File: config.mk
export PLATFORM = sky130hd
export DESIGN_NAME = iprs_top
export DESIGN_NICKNAME = d
export VERILOG_FILES = /design/src/design/iprs_word_regs.v /design/src/design/iprs_top.v
export VERILOG_INCLUDE_DIRS = /design/src /design/src/design
export SDC_FILE = /design/constraint.sdc
export NUM_CORES = 1
export LEC_CHECK = 0
export BUFFER_PORTS_ARGS = -buffer_cell sky130_fd_sc_hd__buf_2
export CAP_MARGIN = 20
export CORE_MARGIN = 3
export CORE_UTILIZATION = 25
export DETAILED_ROUTE_END_ITERATION = 8
export PLACE_DENSITY = 0.5
export SETUP_SLACK_MARGIN = 0.2
export SYNTH_ARGS = -nofsm -noshare
export SYNTH_HDL_FRONTEND = slang
export SYNTH_SLANG_ARGS = --single-unit
File: constraint.sdc
create_clock -name ref_clk_i -period 2.93 [get_ports ref_clk_i]
set_input_delay 0.1465 -clock ref_clk_i [delete_from_list [all_inputs] [get_ports ref_clk_i]]
set_output_delay 0.1465 -clock ref_clk_i [all_outputs]
set_load 0.01 [all_outputs]
File: src/design/iprs_regs.vh
`ifndef IPRS_REGS_VH
`define IPRS_REGS_VH
// register word addresses (one address per register)
`define IPRS_PRIO_ONE_ADDR 4'h0
`define IPRS_PRIO_TWO_ADDR 4'h1
`define IPRS_RCC_ADDR 4'h2
`define IPRS_IRQ_STATUS_ADDR 4'h3
`define IPRS_IRQ_ENABLE_ADDR 4'h4
`define IPRS_IRQ_CLEAR_ADDR 4'h5
`define IPRS_PRIO_HIGH_ADDR 4'h6
// priority one fields
`define IPRS_P1_SLAVE_PORT 7
`define IPRS_P1_CONVERTER 6
`define IPRS_P1_SERIAL_RX 5
`define IPRS_P1_SERIAL_TX 4
`define IPRS_P1_SYNC_SERIAL 3
`define IPRS_P1_CAPCOMP_ONE 2
`define IPRS_P1_TIMER_TWO 1
`define IPRS_P1_TIMER_ONE 0
// priority two fields
`define IPRS_P2_OSC_FAIL 7
`define IPRS_P2_COMPARATOR 6
`define IPRS_P2_UNUSED 5
`define IPRS_P2_NVM_WRITE 4
`define IPRS_P2_BUS_COLL 3
`define IPRS_P2_VOLT_DET 2
`define IPRS_P2_TIMER_THREE 1
`define IPRS_P2_CAPCOMP_TWO 0
// reset cause control fields
`define IPRS_RCC_PRIO_EN 7
`define IPRS_RCC_SBO_EN 6
`define IPRS_RCC_UNUSED 5
`define IPRS_RCC_RESET_INSTR 4
`define IPRS_RCC_WDT_EXPIRY 3
`define IPRS_RCC_POWERDOWN 2
`define IPRS_RCC_POWERON 1
`define IPRS_RCC_BROWNOUT 0
// reset values and masks
`define IPRS_PRIO_ONE_RESET 8'hFF
`define IPRS_PRIO_TWO_RESET 8'hDF
`define IPRS_PRIO_TWO_MASK 8'hDF
`define IPRS_RCC_WR_MASK 8'hD3
// irq status bits
`define IPRS_IRQ_PRIO_CHANGE 0
`define IPRS_IRQ_CAUSE_CHANGE 1
`define IPRS_IRQ_WIDTH 2
`define IPRS_WAIT_CYCLES 2'h1
`endif

File: src/design/iprs_word_regs.v
`timescale 1ns/10ps
`default_nettype none
`include "iprs_regs.vh"
// small register store for the two priority words, registered read
module iprs_word_regs
(
	// clock and reset
	input wire ref_clk_i,
	input wire rst_n_i,
	input wire clk_en_i,
	// write side
	input wire wr_en_i,
	input wire wr_sel_i,
	input wire [7:0] wr_data_i,
	// read side
	input wire rd_sel_i,
	output reg [7:0] rd_data_o,
	// both words for the priority logic
	output wire [15:0] words_o
);
	reg [7:0] mem_reg [0:1];
	assign words_o = {mem_reg[1], mem_reg[0]};
	// storage with reset to high priority
	always @(posedge ref_clk_i or negedge rst_n_i)
	begin
		if (!rst_n_i)
		begin
			mem_reg[0] <= `IPRS_PRIO_ONE_RESET;
			mem_reg[1] <= `IPRS_PRIO_TWO_RESET;
			rd_data_o <= 8'h00;
		end
		else if (clk_en_i)
		begin
			if (wr_en_i)
				mem_reg[wr_sel_i] <= wr_data_i;
			rd_data_o <= mem_reg[rd_sel_i];
		end
	end
endmodule
`default_nettype wire

File: src/design/iprs_top.v
// How it works
// - there is one priority bit per peripheral source, spread over two priority registers.
// - the priority bits only act while priority levels are enabled, otherwise all are high.
// - priority one holds slave port, converter, rx, tx, sync serial, capcomp one, timers.
// - the sync serial priority sits at bit 3 of priority one.
// - priority two holds osc fail, comparator, zero, nvm, bus coll, volt, timer 3, capcomp 2.
// - the reset cause register keeps flags naming the last reset or wake-up cause.
// - bit 7 of the reset cause register enables priority levels and resets to zero.
// - the soft brown-out enable resets to one when that option is configured, else zero.
// - bits 4 to 0 hold reset, expiry, powerdown, power-on, brown-out flags; bit 5 is zero.
// - the reset values of the cause flags follow configuration and the kind of reset.
`include "iprs_regs.vh"
`timescale 1ns/10ps
`default_nettype none
module iprs_top
#(
	parameter HAS_SLAVE_PORT = 1,
	parameter SOFT_BROWNOUT_OPT = 1
)
(
	// clock, enable, reset
	input wire ref_clk_i,
	input wire clk_en_i,
	input wire reset_n_i,
	// reset cause inputs sampled on reset release
	input wire [4:0] cause_init_i,
	// reset cause events from the core
	input wire reset_instr_evt_i,
	input wire wdt_expiry_evt_i,
	input wire sleep_evt_i,
	input wire clrwdt_evt_i,
	input wire brownout_evt_i,
	// avalon-mm slave
	input wire [3:0] avs_address_i,
	input wire avs_read_i,
	input wire avs_write_i,
	input wire [31:0] avs_writedata_i,
	output reg [31:0] avs_readdata_o,
	output reg avs_waitrequest_o,
	// priority outputs
	output reg [15:0] source_high_o,
	output reg priority_levels_enable_o,
	output reg soft_brownout_enable_o,
	output reg irq_o
);
	// reset release
	reg rst_meta_reg;
	reg rst_sync_reg;
	always @(posedge ref_clk_i or negedge reset_n_i)
	begin
		if (!reset_n_i)
		begin
			rst_meta_reg <= 1'b0;
			rst_sync_reg <= 1'b0;
		end
		else
		begin
			rst_meta_reg <= 1'b1;
			rst_sync_reg <= rst_meta_reg;
		end
	end

	// priority one writable mask
	function [7:0] prio_one_mask;
		input dummy;
		begin
			prio_one_mask = (HAS_SLAVE_PORT != 0) ? 8'hFF : 8'h7F;
		end
	endfunction

	// bus handshake: one wait cycle then answer
	reg busy_reg;
	wire req = (avs_read_i | avs_write_i) & clk_en_i;
	wire take = req & busy_reg;
	wire [7:0] wr_byte = avs_writedata_i[7:0];
	wire wr_prio = take & avs_write_i &
		((avs_address_i == `IPRS_PRIO_ONE_ADDR) | (avs_address_i == `IPRS_PRIO_TWO_ADDR));
	wire [7:0] prio_wr_data = (avs_address_i == `IPRS_PRIO_ONE_ADDR) ?
		(wr_byte & prio_one_mask(1'b0)) : (wr_byte & `IPRS_PRIO_TWO_MASK);
	wire [7:0] prio_rd;
	wire [15:0] prio_words;

	// priority storage, one bit per source over two words
	iprs_word_regs u_words
	(
		.ref_clk_i(ref_clk_i),
		.rst_n_i(rst_sync_reg),
		.clk_en_i(clk_en_i),
		.wr_en_i(wr_prio),
		.wr_sel_i(avs_address_i[0]),
		.wr_data_i(prio_wr_data),
		.rd_sel_i(avs_address_i[0]),
		.rd_data_o(prio_rd),
		.words_o(prio_words)
	);

	// reset cause control register
	reg [7:0] rcc_reg;
	reg init_done_reg;
	reg [`IPRS_IRQ_WIDTH-1:0] irq_status_reg;
	reg [`IPRS_IRQ_WIDTH-1:0] irq_enable_reg;
	wire wr_rcc = take & avs_write_i & (avs_address_i == `IPRS_RCC_ADDR);
	wire [7:0] rcc_sw = (rcc_reg & ~`IPRS_RCC_WR_MASK) | (wr_byte & `IPRS_RCC_WR_MASK);
	reg [7:0] rcc_next;
	// hardware events override software writes to flags
	always @*
	begin
		rcc_next = wr_rcc ? rcc_sw : rcc_reg;
		if (reset_instr_evt_i)
			rcc_next[`IPRS_RCC_RESET_INSTR] = 1'b0;
		if (wdt_expiry_evt_i)
			rcc_next[`IPRS_RCC_WDT_EXPIRY] = 1'b0;
		if (clrwdt_evt_i)
		begin
			rcc_next[`IPRS_RCC_WDT_EXPIRY] = 1'b1;
			rcc_next[`IPRS_RCC_POWERDOWN] = 1'b1;
		end
		if (sleep_evt_i)
			rcc_next[`IPRS_RCC_POWERDOWN] = 1'b0;
		if (brownout_evt_i)
			rcc_next[`IPRS_RCC_BROWNOUT] = 1'b0;
		rcc_next[`IPRS_RCC_UNUSED] = 1'b0;
	end

	// rcc with config-dependent reset, flags caught after release
	always @(posedge ref_clk_i or negedge rst_sync_reg)
	begin
		if (!rst_sync_reg)
		begin
			rcc_reg <= 8'h00;
			init_done_reg <= 1'b0;
		end
		else if (clk_en_i)
		begin
			if (!init_done_reg)
			begin
				init_done_reg <= 1'b1;
				rcc_reg[`IPRS_RCC_PRIO_EN] <= 1'b0;
				rcc_reg[`IPRS_RCC_SBO_EN] <= (SOFT_BROWNOUT_OPT != 0);
				rcc_reg[`IPRS_RCC_UNUSED] <= 1'b0;
				rcc_reg[4:0] <= cause_init_i;
			end
			else
				rcc_reg <= rcc_next;
		end
	end

	// effective priority per source
	wire [15:0] prio_valid = {`IPRS_PRIO_TWO_MASK, prio_one_mask(1'b0)};
	wire levels_on = rcc_reg[`IPRS_RCC_PRIO_EN];
	wire [15:0] eff_high;
	genvar gi;
	generate
		for (gi = 0; gi < 16; gi = gi + 1)
		begin : g_src
			// high when bit is one, low when zero, all high when levels off
			assign eff_high[gi] = prio_valid[gi] & (~levels_on | prio_words[gi]);
		end
	endgenerate

	// interrupt events, status, enable, clear
	wire prio_event = wr_prio | (wr_rcc & (rcc_sw[`IPRS_RCC_PRIO_EN] != levels_on));
	wire cause_event = init_done_reg & (rcc_next[4:0] != rcc_reg[4:0]) & ~wr_rcc;
	wire wr_irq_en = take & avs_write_i & (avs_address_i == `IPRS_IRQ_ENABLE_ADDR);
	wire wr_irq_clr = take & avs_write_i & (avs_address_i == `IPRS_IRQ_CLEAR_ADDR);
	wire [`IPRS_IRQ_WIDTH-1:0] evt_vec = {cause_event, prio_event};
	wire [`IPRS_IRQ_WIDTH-1:0] clr_vec = wr_irq_clr ? wr_byte[`IPRS_IRQ_WIDTH-1:0] : 2'h0;
	always @(posedge ref_clk_i or negedge rst_sync_reg)
	begin
		if (!rst_sync_reg)
		begin
			irq_status_reg <= 2'h0;
			irq_enable_reg <= 2'h0;
		end
		else if (clk_en_i)
		begin
			// set wins over clear
			irq_status_reg <= (irq_status_reg & ~clr_vec) | evt_vec;
			if (wr_irq_en)
				irq_enable_reg <= wr_byte[`IPRS_IRQ_WIDTH-1:0];
		end
	end

	// read mux
	reg [7:0] rd_mux;
	always @*
	begin
		if (avs_address_i == `IPRS_PRIO_ONE_ADDR)
			rd_mux = prio_words[7:0] & prio_one_mask(1'b0);
		else if (avs_address_i == `IPRS_PRIO_TWO_ADDR)
			rd_mux = prio_words[15:8] & `IPRS_PRIO_TWO_MASK;
		else if (avs_address_i == `IPRS_RCC_ADDR)
			rd_mux = rcc_reg;
		else if (avs_address_i == `IPRS_IRQ_STATUS_ADDR)
			rd_mux = {6'h00, irq_status_reg};
		else if (avs_address_i == `IPRS_IRQ_ENABLE_ADDR)
			rd_mux = {6'h00, irq_enable_reg};
		else if (avs_address_i == `IPRS_PRIO_HIGH_ADDR)
			rd_mux = eff_high[7:0];
		else
			rd_mux = 8'h00;
	end

	// bus answer and registered outputs
	always @(posedge ref_clk_i or negedge rst_sync_reg)
	begin
		if (!rst_sync_reg)
		begin
			busy_reg <= 1'b0;
			avs_waitrequest_o <= 1'b1;
			avs_readdata_o <= 32'h00000000;
			source_high_o <= 16'h0000;
			priority_levels_enable_o <= 1'b0;
			soft_brownout_enable_o <= 1'b0;
			irq_o <= 1'b0;
		end
		else if (clk_en_i)
		begin
			busy_reg <= req & ~busy_reg;
			avs_waitrequest_o <= ~(req & ~busy_reg);
			if (req & ~busy_reg & avs_read_i)
				avs_readdata_o <= {24'h000000, rd_mux};
			source_high_o <= eff_high;
			priority_levels_enable_o <= levels_on;
			soft_brownout_enable_o <= rcc_reg[`IPRS_RCC_SBO_EN];
			irq_o <= |(((irq_status_reg & ~clr_vec) | evt_vec) & irq_enable_reg);
		end
	end
	// prio_rd kept for word store read port, unused by mux
	wire unused_rd = ^prio_rd;
endmodule
`default_nettype wire

==> results of run 1 <==
cell usage after synthesis, drive strengths merged (4+ instances only):
cell type,n,area [um^2]
a31oi,9,56.3
dfrtp,41,1030
nand2,20,75.1
nor3,4,31.3
o21a,5,37.5
nand3,7,35.0
o21ai,24,124
inv,17,63.8
nor2,27,101
buf,36,236
nor2b,7,43.8
a211oi,4,30.0
mux2,13,146
a21oi,23,115
clkbuf,6,22.5
nand2b,5,38.8
dfstp,16,420
metrics by stage:
step	hold WS [ps]	utilization, %	instances
floorplan	-149	-	322
global placement	-68.4	28.7	477
detailed placement	-67.5	28.7	477
CTS	46.3	31.5	494
global route	61.8	31.7	495
finish	54.2	31.7	495
what timing repair did:
action	4_1_cts	5_1_grt
hold endpoints to repair	2	0
setup buffers	0	0
hold buffers	1	0
final cells by class:
class	count	area share (%)
Timing Repair Buffer	59	9.30
Sequential cell	57	41.4
Tap cell	140	5.01
Clock buffer	13	7.44
Inverter	18	1.93
Multi-Input combinational cell	205	33.8
Clock inverter	3	1.14
where the power goes:
group / internal [W] / switching, W / leakage, nW / total, W
logic: 0.000145 / 0.000197 / 0.754 / 0.000342
registers: 0.000923 / 0.0000791 / 0.620 / 0.00100
clock network: 0.000700 / 0.000336 / 0.150 / 0.00104
total: 0.00177 / 0.000612 / 1.52 / 0.00238
kinds of logic (layout without fill, tap and decap cells):
kind of cell | after synthesis | in the layout | synth area share, %
compound gates | 83 | 83 | 18.0
simple gates | 79 | 79 | 13.4
buf+inv | 60 | 93 | 11.4
flops | 57 | 57 | 50.5
mux | 16 | 16 | 6.15
other cells | 2 | 26 | 0.262
xor+xnor | 1 | 1 | 0.306
metal layers:
layer	part of all wire, %	vias to the layer above	routed length [um]	GRT usage, %
met2	46	63	3370	18.1
met3	5.8	10	422	3.10
li1	-	1097	-	-
met5	0	-	0	0
met1	47	1041	3410	15.8
met4	1.5	0	112	5.37
how the worst max path moves through the flow:
stage | startpoint | endpoint | slack [ps] | depth (start not counted)
finish | rcc_reg[7] | irq_o | 1110 | 5
global route | rcc_reg[7] | avs_readdata_o[0] | 880 | 5
CTS | rcc_reg[7] | avs_readdata_o[0] | 1090 | 5
detailed placement | clk_en_i | irq_o | 1060 | 7
global placement | clk_en_i | irq_o | 1070 | 7
floorplan | rst_sync_reg | avs_readdata_o[0] | 1250 | 0
worst register-to-register path: stages (launching register included):
cell and delay (ps):
dfrtp_1 810, xor2_1 230, a21oi_1 90, o41ai_1 360
a31oi_1 130, o21ai_0 110
==> flow_metrics.env, run 1 <==
export IMPL_min_delay_path_depth=3
export IMPL_design_die_area_mm2=0.0128
export IMPL_fillCellCount=1185
export IMPL_initial_antenna_violation_count=0
export IMPL_yosysSeqAreaShare_pct=50.5
export IMPL_req_time_crit_path_ps=3160
export IMPL_final_hold_violation_count=0
export IMPL_cts_tree="done"
export IMPL_reg2regPathDepth=5
export IMPL_critical_path_slowest_cell="dfrtp_1"
export IMPL_synth_edf_count=0
export IMPL_worst_slew_margin_rel_pct=51.4
export IMPL_ctsLongestPathBuffers=2
export IMPL_ir_worst_vdd_uv=208
export IMPL_crit_reg2reg_launch="rcc_reg[7]"
export IMPL_worstHoldPathType="primary input to flip-flop"
export IMPL_grt_pass1_vias=2175
export IMPL_die_height_um=113
export IMPL_floorplan_io_pins=103
export IMPL_worstReg2RegEnd="irq_o"
export IMPL_timing_clock_skew_ps=6.90
export IMPL_cts_htree_levels=3
export IMPL_drc_errors=0
export IMPL_postSynthCellCount=298
export IMPL_synth_area_per_cell_um2=9.62
export IMPL_power_static_leakage_nw=1.52
export IMPL_io_buffer_count=53
export IMPL_yosys_warnings=0
export IMPL_first_pass_iters=4
export IMPL_coreArea_mm2=0.0110
export IMPL_timing_hold_worst_start="avs_writedata_i[3]"
export IMPL_final_period_utilization_pct=62.0
export IMPL_status="completed"
export IMPL_finalInstanceArea_mm2=0.00350
export IMPL_sequential_cell_area_mm2=0.00145
export IMPL_tritoncts_num_sinks=57
export IMPL_finalWorstSetupSlack_ps=1110
export IMPL_maxSlewViolCount=0
export IMPL_min_period_ps=1820
export IMPL_timing_max_cap_violations=0
export IMPL_start_kind="flip-flop"
export IMPL_place_area_mm2=0.00317
export IMPL_place_gp_congestion=0.837
export IMPL_timing_setup_critical_path_class="flip-flop to flip-flop"
export IMPL_final_setup_tns_ps=0
export IMPL_numCtsBuffers=9
export IMPL_postSynthRegisterBits=57
export IMPL_clock_pin_slew_on_the_worst_setup_and_hold_paths_ps=50
export IMPL_hold_end="u_words.words_o[11]"
export IMPL_cpLargestDelayFamily="flip-flops"
export IMPL_layout_commonest_cell="buf_2"
export IMPL_num_antenna_cells=0
export IMPL_synth_cell_type_count=47
export IMPL_async_reset_ff_share_pct=100
export IMPL_finalSetupViolations=0
export IMPL_viasPerCell=4.47
export IMPL_hpwlAfterDp_um=5270
export IMPL_measured_slew_at_the_worst_slew_check_pin_ps=728
export IMPL_areaGrowthSynthToFinish_pct=22.1
export IMPL_regToRegSetupSlack_ps=1110
export IMPL_dp_slack_ps=1060
export IMPL_routed_via_count=2211
export IMPL_die_width_um=113
export IMPL_synth_flop_cell="dfrtp_1"
export IMPL_cts_repair_resized=0
export IMPL_wire_per_inst_um=14.8
export IMPL_netlist_area_mm2=0.00287
export IMPL_drive_gt1_share_pct=29.6
export IMPL_layout_cells_most_common_list="buf_2 (53), dfrtp_1 (40), nor2_1 (27)"
export IMPL_crit_path_cell_trace="xor2_1, a21oi_1, o41ai_1, a31oi_1, o21ai_0"
export IMPL_clock_fmax_ghz=0.551
export IMPL_clock_tree_root="clkbuf_16"
export IMPL_rsz0062_at_grt="no"
export IMPL_total_power_w=0.00238
export IMPL_global_route_overflow_total=0
export IMPL_p_per_cell_area_mw_per_mm2=680
export IMPL_antenna_left=0
export IMPL_worst_path_max_fanout=19
export IMPL_drt_wl_total_um=7320
export IMPL_clock_latency_ps=320
export IMPL_multiInputGateArea_mm2=0.00118
export IMPL_crit_path_max_incr_delay_ps=810
export IMPL_type_of_destination_of_the_critical_path="flip-flop"
export IMPL_path_buf_inv=0
export IMPL_grt_pass1_wl_um=11800
export IMPL_rows=38
export IMPL_initial_utilization_pct=26.0
export IMPL_drt_iter0_markers=168
export IMPL_grt_usage_pct=11.9
export IMPL_grt_start_max_net_pins=48
export IMPL_critical_path_arrival_ps=2050
export IMPL_finish_net_count=401
No activity file was read; power rests on OpenSTA's default activity.
==> inputs of run 2 (changes only) <==
- PLACE_DENSITY: 0.5 -> 0.52
- clock period: 2.93 -> 1.6 ns (I/O delays scaled with it)
==> run 2 against run 1 <==
Total power up 86%; global-route usage about the same; sequential cell count unchanged; combinational power up 120%; clock skew about the same; setup slack worse by 970 ps; hold slack worse by 35 ps; critical endpoint is now rcc_reg[7]; largest power group unchanged; highest routed layer unchanged.
==> flow_metrics.env, run 2 (synthesis results as in run 1) <==
export IMPL_maxSlewViolCount=0
export IMPL_ir_worst_vdd_uv=528
export IMPL_numCtsBuffers=9
export IMPL_initial_antenna_violation_count=0
export IMPL_initial_utilization_pct=26.0
export IMPL_grt_pass1_vias=2237
export IMPL_crit_reg2reg_launch="busy_reg"
export IMPL_place_gp_congestion=0.809
export IMPL_floorplan_io_pins=103
export IMPL_viasPerCell=4.53
export IMPL_coreArea_mm2=0.0110
export IMPL_cts_htree_levels=3
export IMPL_drt_wl_total_um=7490
export IMPL_clock_latency_ps=320
export IMPL_drc_errors=0
export IMPL_critical_path_arrival_ps=1660
export IMPL_hpwlAfterDp_um=5530
export IMPL_finalInstanceArea_mm2=0.00375
export IMPL_global_route_overflow_total=0
export IMPL_layout_commonest_cell="buf_2"
export IMPL_start_kind="flip-flop"
export IMPL_clock_pin_slew_on_the_worst_setup_and_hold_paths_ps=50
export IMPL_min_period_ps=1450
export IMPL_grt_pass1_wl_um=12000
export IMPL_ctsLongestPathBuffers=2
export IMPL_antenna_left=0
export IMPL_grt_usage_pct=11.9
export IMPL_req_time_crit_path_ps=1810
export IMPL_drt_iter0_markers=155
export IMPL_p_per_cell_area_mw_per_mm2=1180
export IMPL_design_die_area_mm2=0.0128
export IMPL_layout_cells_most_common_list="buf_2 (53), dfrtp_1 (39), nor2_1 (27)"
export IMPL_clock_fmax_ghz=0.689
export IMPL_timing_setup_critical_path_class="flip-flop to flip-flop"
export IMPL_rows=38
export IMPL_finalSetupViolations=0
export IMPL_timing_max_cap_violations=0
export IMPL_num_antenna_cells=0
export IMPL_rsz0062_at_grt="yes"
export IMPL_worst_path_max_fanout=6
export IMPL_drive_gt1_share_pct=36.0
export IMPL_timing_hold_worst_start="avs_writedata_i[4]"
export IMPL_io_buffer_count=53
export IMPL_finish_net_count=424
export IMPL_areaGrowthSynthToFinish_pct=31.0
export IMPL_regToRegSetupSlack_ps=150
export IMPL_die_width_um=113
export IMPL_die_height_um=113
export IMPL_final_hold_violation_count=0
export IMPL_routed_via_count=2349
export IMPL_place_area_mm2=0.00330
export IMPL_cts_tree="done"
export IMPL_crit_start="busy_reg"
export IMPL_wire_per_inst_um=14.5
export IMPL_final_period_utilization_pct=90.7
export IMPL_status="completed"
export IMPL_tritoncts_num_sinks=57
export IMPL_timing_clock_skew_ps=7.29
export IMPL_worstHoldPathType="primary input to flip-flop"
export IMPL_grt_start_max_net_pins=56
export IMPL_type_of_destination_of_the_critical_path="flip-flop"
export IMPL_clock_tree_root="clkbuf_16"
export IMPL_first_pass_iters=5
export IMPL_final_setup_tns_ps=0
export IMPL_power_static_leakage_nw=1.64
## run 2: per-stage QoR
step	instances	worst slack (ps)	hold slack (ps)	power (W)	utilization (%)
5_1_grt	518	95.2	20.5	0.00466	34.0
2_1_floorplan	322	153	-216	0.00227	-
3_5_place_dp	491	17.9	-134	0.00253	30.0
4_1_cts	516	153	4.70	0.00447	33.6
3_3_place_gp	491	43.4	-135	0.00252	30.0
6_report	518	149	19.5	0.00443	34.0
## run 2: final timing paths
check                           depth (start not counted)                   to
min in group asynchronous                               2         rst_meta_reg
worst max register to register                          5           rcc_reg[7]
worst max-delay path                                    5           rcc_reg[7]
worst min-delay path                                    3  u_words.words_o[12]
worst min register to register                          1           rcc_reg[2]
max in group asynchronous                               1    avs_waitrequest_o
## run 2: area by class of cell
type,count,area [um^2]
fillers,1137,7280
well taps,140,175
inverters,18,70.1
clock buffers,11,243
repair buffers,82,518
clock inverters,5,55.1
multi-input cells,205,1240
flip-flops and latches,57,1450
## run 2: critical path: stages, from the launching register on
cell and delay, ps:
dfrtp_1 370, nand3_2 80, or4_4 500, inv_4 100, o21ai_4 70, a32o_1 210
## run 2: what timing repair did
action | CTS | global route
buffers inserted | 5 | 2
pin swaps | 1 | 3
gates resized for setup | 6 | 6
hold buffers | 4 | 0
setup endpoints to repair | 13 | 19
hold endpoints to repair | 5 | 0
## run 2: metal layers
layer / up-vias / share of wire [%] / track usage [%]
met3: 11 / 5.5 / 3.21
li1: 1145 / - / -
met5: - / 0 / 0
met4: 0 / 1.5 / 4.09
met1: 1115 / 46 / 15.6
met2: 78 / 47 / 18.8
## run 2: where the power goes
| group | leakage [nW] | switching, W | total [W] | internal, W |
|---|---|---|---|---|
| combinational | 0.881 | 0.000407 | 0.000736 | 0.000329 |
| sequential | 0.618 | 0.000129 | 0.00182 | 0.00169 |
| clock | 0.142 | 0.000640 | 0.00188 | 0.00124 |
| total | 1.64 | 0.00118 | 0.00443 | 0.00326 |
==> inputs of run 3 (changes only) <==
==> constraint.sdc (replaced) <==
create_clock -name ref_clk_i -period 1.6 [get_ports ref_clk_i]
set_input_delay 0.32 -clock ref_clk_i [delete_from_list [all_inputs] [get_ports ref_clk_i]]
set_output_delay 0.32 -clock ref_clk_i [all_outputs]
set_load 0.01 [all_outputs]
==> run 3 against run 2 <==
Die area unchanged; first-iteration DRC count up 3.2%; utilization up 0.57 points; register-to-register slack worse by 40 ps; total power up 1.3%; via count up 1.8%; hold slack better by 200 ps; sequential share of layout area down 0.63 points; non-clock buffer count up 7; count of clock-buffer cells in the layout down 1; critical path depth down 1; maximum frequency down 3.0%.
==> flow_metrics.env, run 3 (synthesis results as in run 1) <==
export IMPL_die_height_um=113
export IMPL_timing_max_cap_violations=0
export IMPL_final_setup_tns_ps=0
export IMPL_finalInstanceArea_mm2=0.00382
export IMPL_num_antenna_cells=0
export IMPL_clock_latency_ps=320
export IMPL_die_width_um=113
export IMPL_antenna_left=0
export IMPL_ctsLongestPathBuffers=2
export IMPL_drive_gt1_share_pct=39.5
export IMPL_critical_path_arrival_ps=1690
export IMPL_global_route_overflow_total=0
export IMPL_drt_wl_total_um=7760
export IMPL_io_buffer_count=53
export IMPL_power_switching_fraction_pct=26.8
export IMPL_power_static_leakage_nw=1.69
export IMPL_place_gp_congestion=0.800
export IMPL_timing_hold_worst_start="avs_writedata_i[2]"
export IMPL_cts_htree_levels=3
export IMPL_type_of_destination_of_the_critical_path="flip-flop"
export IMPL_initial_utilization_pct=26.0
export IMPL_power_combinational_fraction_pct=17.6
export IMPL_coreArea_mm2=0.0110
export IMPL_layout_commonest_cell="buf_2"
export IMPL_timing_clock_skew_ps=3.85
export IMPL_whs_ps=222
export IMPL_finish_net_count=431
export IMPL_clock_tree_root="clkbuf_16"
export IMPL_hold_end="u_words.words_o[10]"
export IMPL_seq_power_share_pct=40.5
export IMPL_p_per_cell_area_mw_per_mm2=1180
export IMPL_grt_start_max_net_pins=56
export IMPL_clock_fmax_ghz=0.669
export IMPL_layout_cells_most_common_list="buf_2 (53), dfrtp_1 (39), buf_4 (30)"
export IMPL_power_share_clock_pct=41.9
export IMPL_grt_pass1_vias=2370
export IMPL_final_hold_violation_count=0
export IMPL_place_area_mm2=0.00336
export IMPL_final_period_utilization_pct=93.4
export IMPL_worst_path_max_fanout=6
export IMPL_cts_tree="done"
export IMPL_total_power_w=0.00449
export IMPL_wire_per_inst_um=14.8
export IMPL_crit_reg2reg_launch="busy_reg"
export IMPL_p_int_w=0.00329
export IMPL_start_kind="flip-flop"
export IMPL_drt_iter0_markers=160
export IMPL_rows=38
export IMPL_drc_errors=0
export IMPL_tritoncts_num_sinks=57
export IMPL_status="completed"
export IMPL_ir_worst_vdd_uv=484
export IMPL_initial_antenna_violation_count=0
export IMPL_fillCellCount=1151
export IMPL_clock_pin_slew_on_the_worst_setup_and_hold_paths_ps=50
export IMPL_floorplan_io_pins=103
export IMPL_areaGrowthSynthToFinish_pct=33.2
export IMPL_hpwlAfterDp_um=5630
export IMPL_post_layout_util_pct=34.6
export IMPL_viasPerCell=4.55
export IMPL_min_delay_path_depth=3
export IMPL_grt_pass1_wl_um=12300
export IMPL_routed_via_count=2391
export IMPL_req_time_crit_path_ps=1790
export IMPL_maxSlewViolCount=0
export IMPL_first_pass_iters=4
export IMPL_regToRegSetupSlack_ps=100
export IMPL_grt_usage_pct=12.2
export IMPL_design_die_area_mm2=0.0128
export IMPL_numCtsBuffers=9
export IMPL_rsz0062_at_grt="yes"
export IMPL_net_switching_component_of_the_power_w=0.00121
export IMPL_timing_setup_critical_path_class="flip-flop to flip-flop"
export IMPL_worstHoldPathType="primary input to flip-flop"
export IMPL_finalSetupViolations=0
export IMPL_min_period_ps=1500
export IMPL_worstReg2RegEnd="irq_status_reg[1]"
export IMPL_reg2regPathDepth=4
[run 3: critical path, cell delays in order, from the launching register on]
cell     delay (ps)
dfrtp_1         370
nand3_2          90
or4_4           500
a32oi_1         300
a21oi_1         110
[run 3: stage by stage]
stage                     cells  setup WS, ps
after floorplan             322          65.6
after global placement      500          -150
after detailed placement    500          -171
after CTS                   519           130
after global routing        525          62.7
final                       525           105
[run 3: area by class of cell]
| cell class | count | area (um^2) | area share (%) |
|---|---|---|---|
| Multi-Input combinational cell | 205 | 1260 | 33.0 |
| Clock inverter | 6 | 57.6 | 1.51 |
| Clock buffer | 10 | 239 | 6.26 |
| Sequential cell | 57 | 1450 | 38.0 |
| Inverter | 18 | 70.1 | 1.84 |
| Timing Repair Buffer | 89 | 566 | 14.8 |
| Tap cell | 140 | 175 | 4.59 |
[run 3: how the worst max path moves through the flow]
stage                      from            endpoint  cells after the start
2_1_floorplan  avs_address_i[1]  u_words.words_o[0]                      4
3_3_place_gp   avs_address_i[0]          rcc_reg[7]                      6
3_5_place_dp           clk_en_i   avs_readdata_o[2]                      6
4_1_cts                busy_reg          rcc_reg[7]                      5
5_1_grt                busy_reg               irq_o                      4
6_report               busy_reg   irq_status_reg[1]                      4
[run 3: layer usage]
layer  vias up  global-route usage (%)  share of wire [%]
li1       1155                       -                  -
met1      1156                    16.0                 47
met3        11                    2.67                4.4
met2        69                    19.7                 47
met5         -                       0                  0
met4         0                    4.97                1.5
[run 3: what timing repair did]
item,in CTS,in global routing
pin swaps,1,11
hold buffers,1,0
buffers inserted,2,6
endpoints found under the setup margin,21,20
gates resized for setup,8,18
hold endpoints to repair,2,0
[run 3: power by group through the flow]
stage / Clock, W / Combinational [W] / Sequential [W]
after floorplan: 0 / 0.000402 / 0.00187
after global placement: 0 / 0.000698 / 0.00184
after detailed placement: 0 / 0.000705 / 0.00185
after CTS: 0.00192 / 0.000734 / 0.00182
after global routing: 0.00199 / 0.000878 / 0.00185
final: 0.00188 / 0.000792 / 0.00182
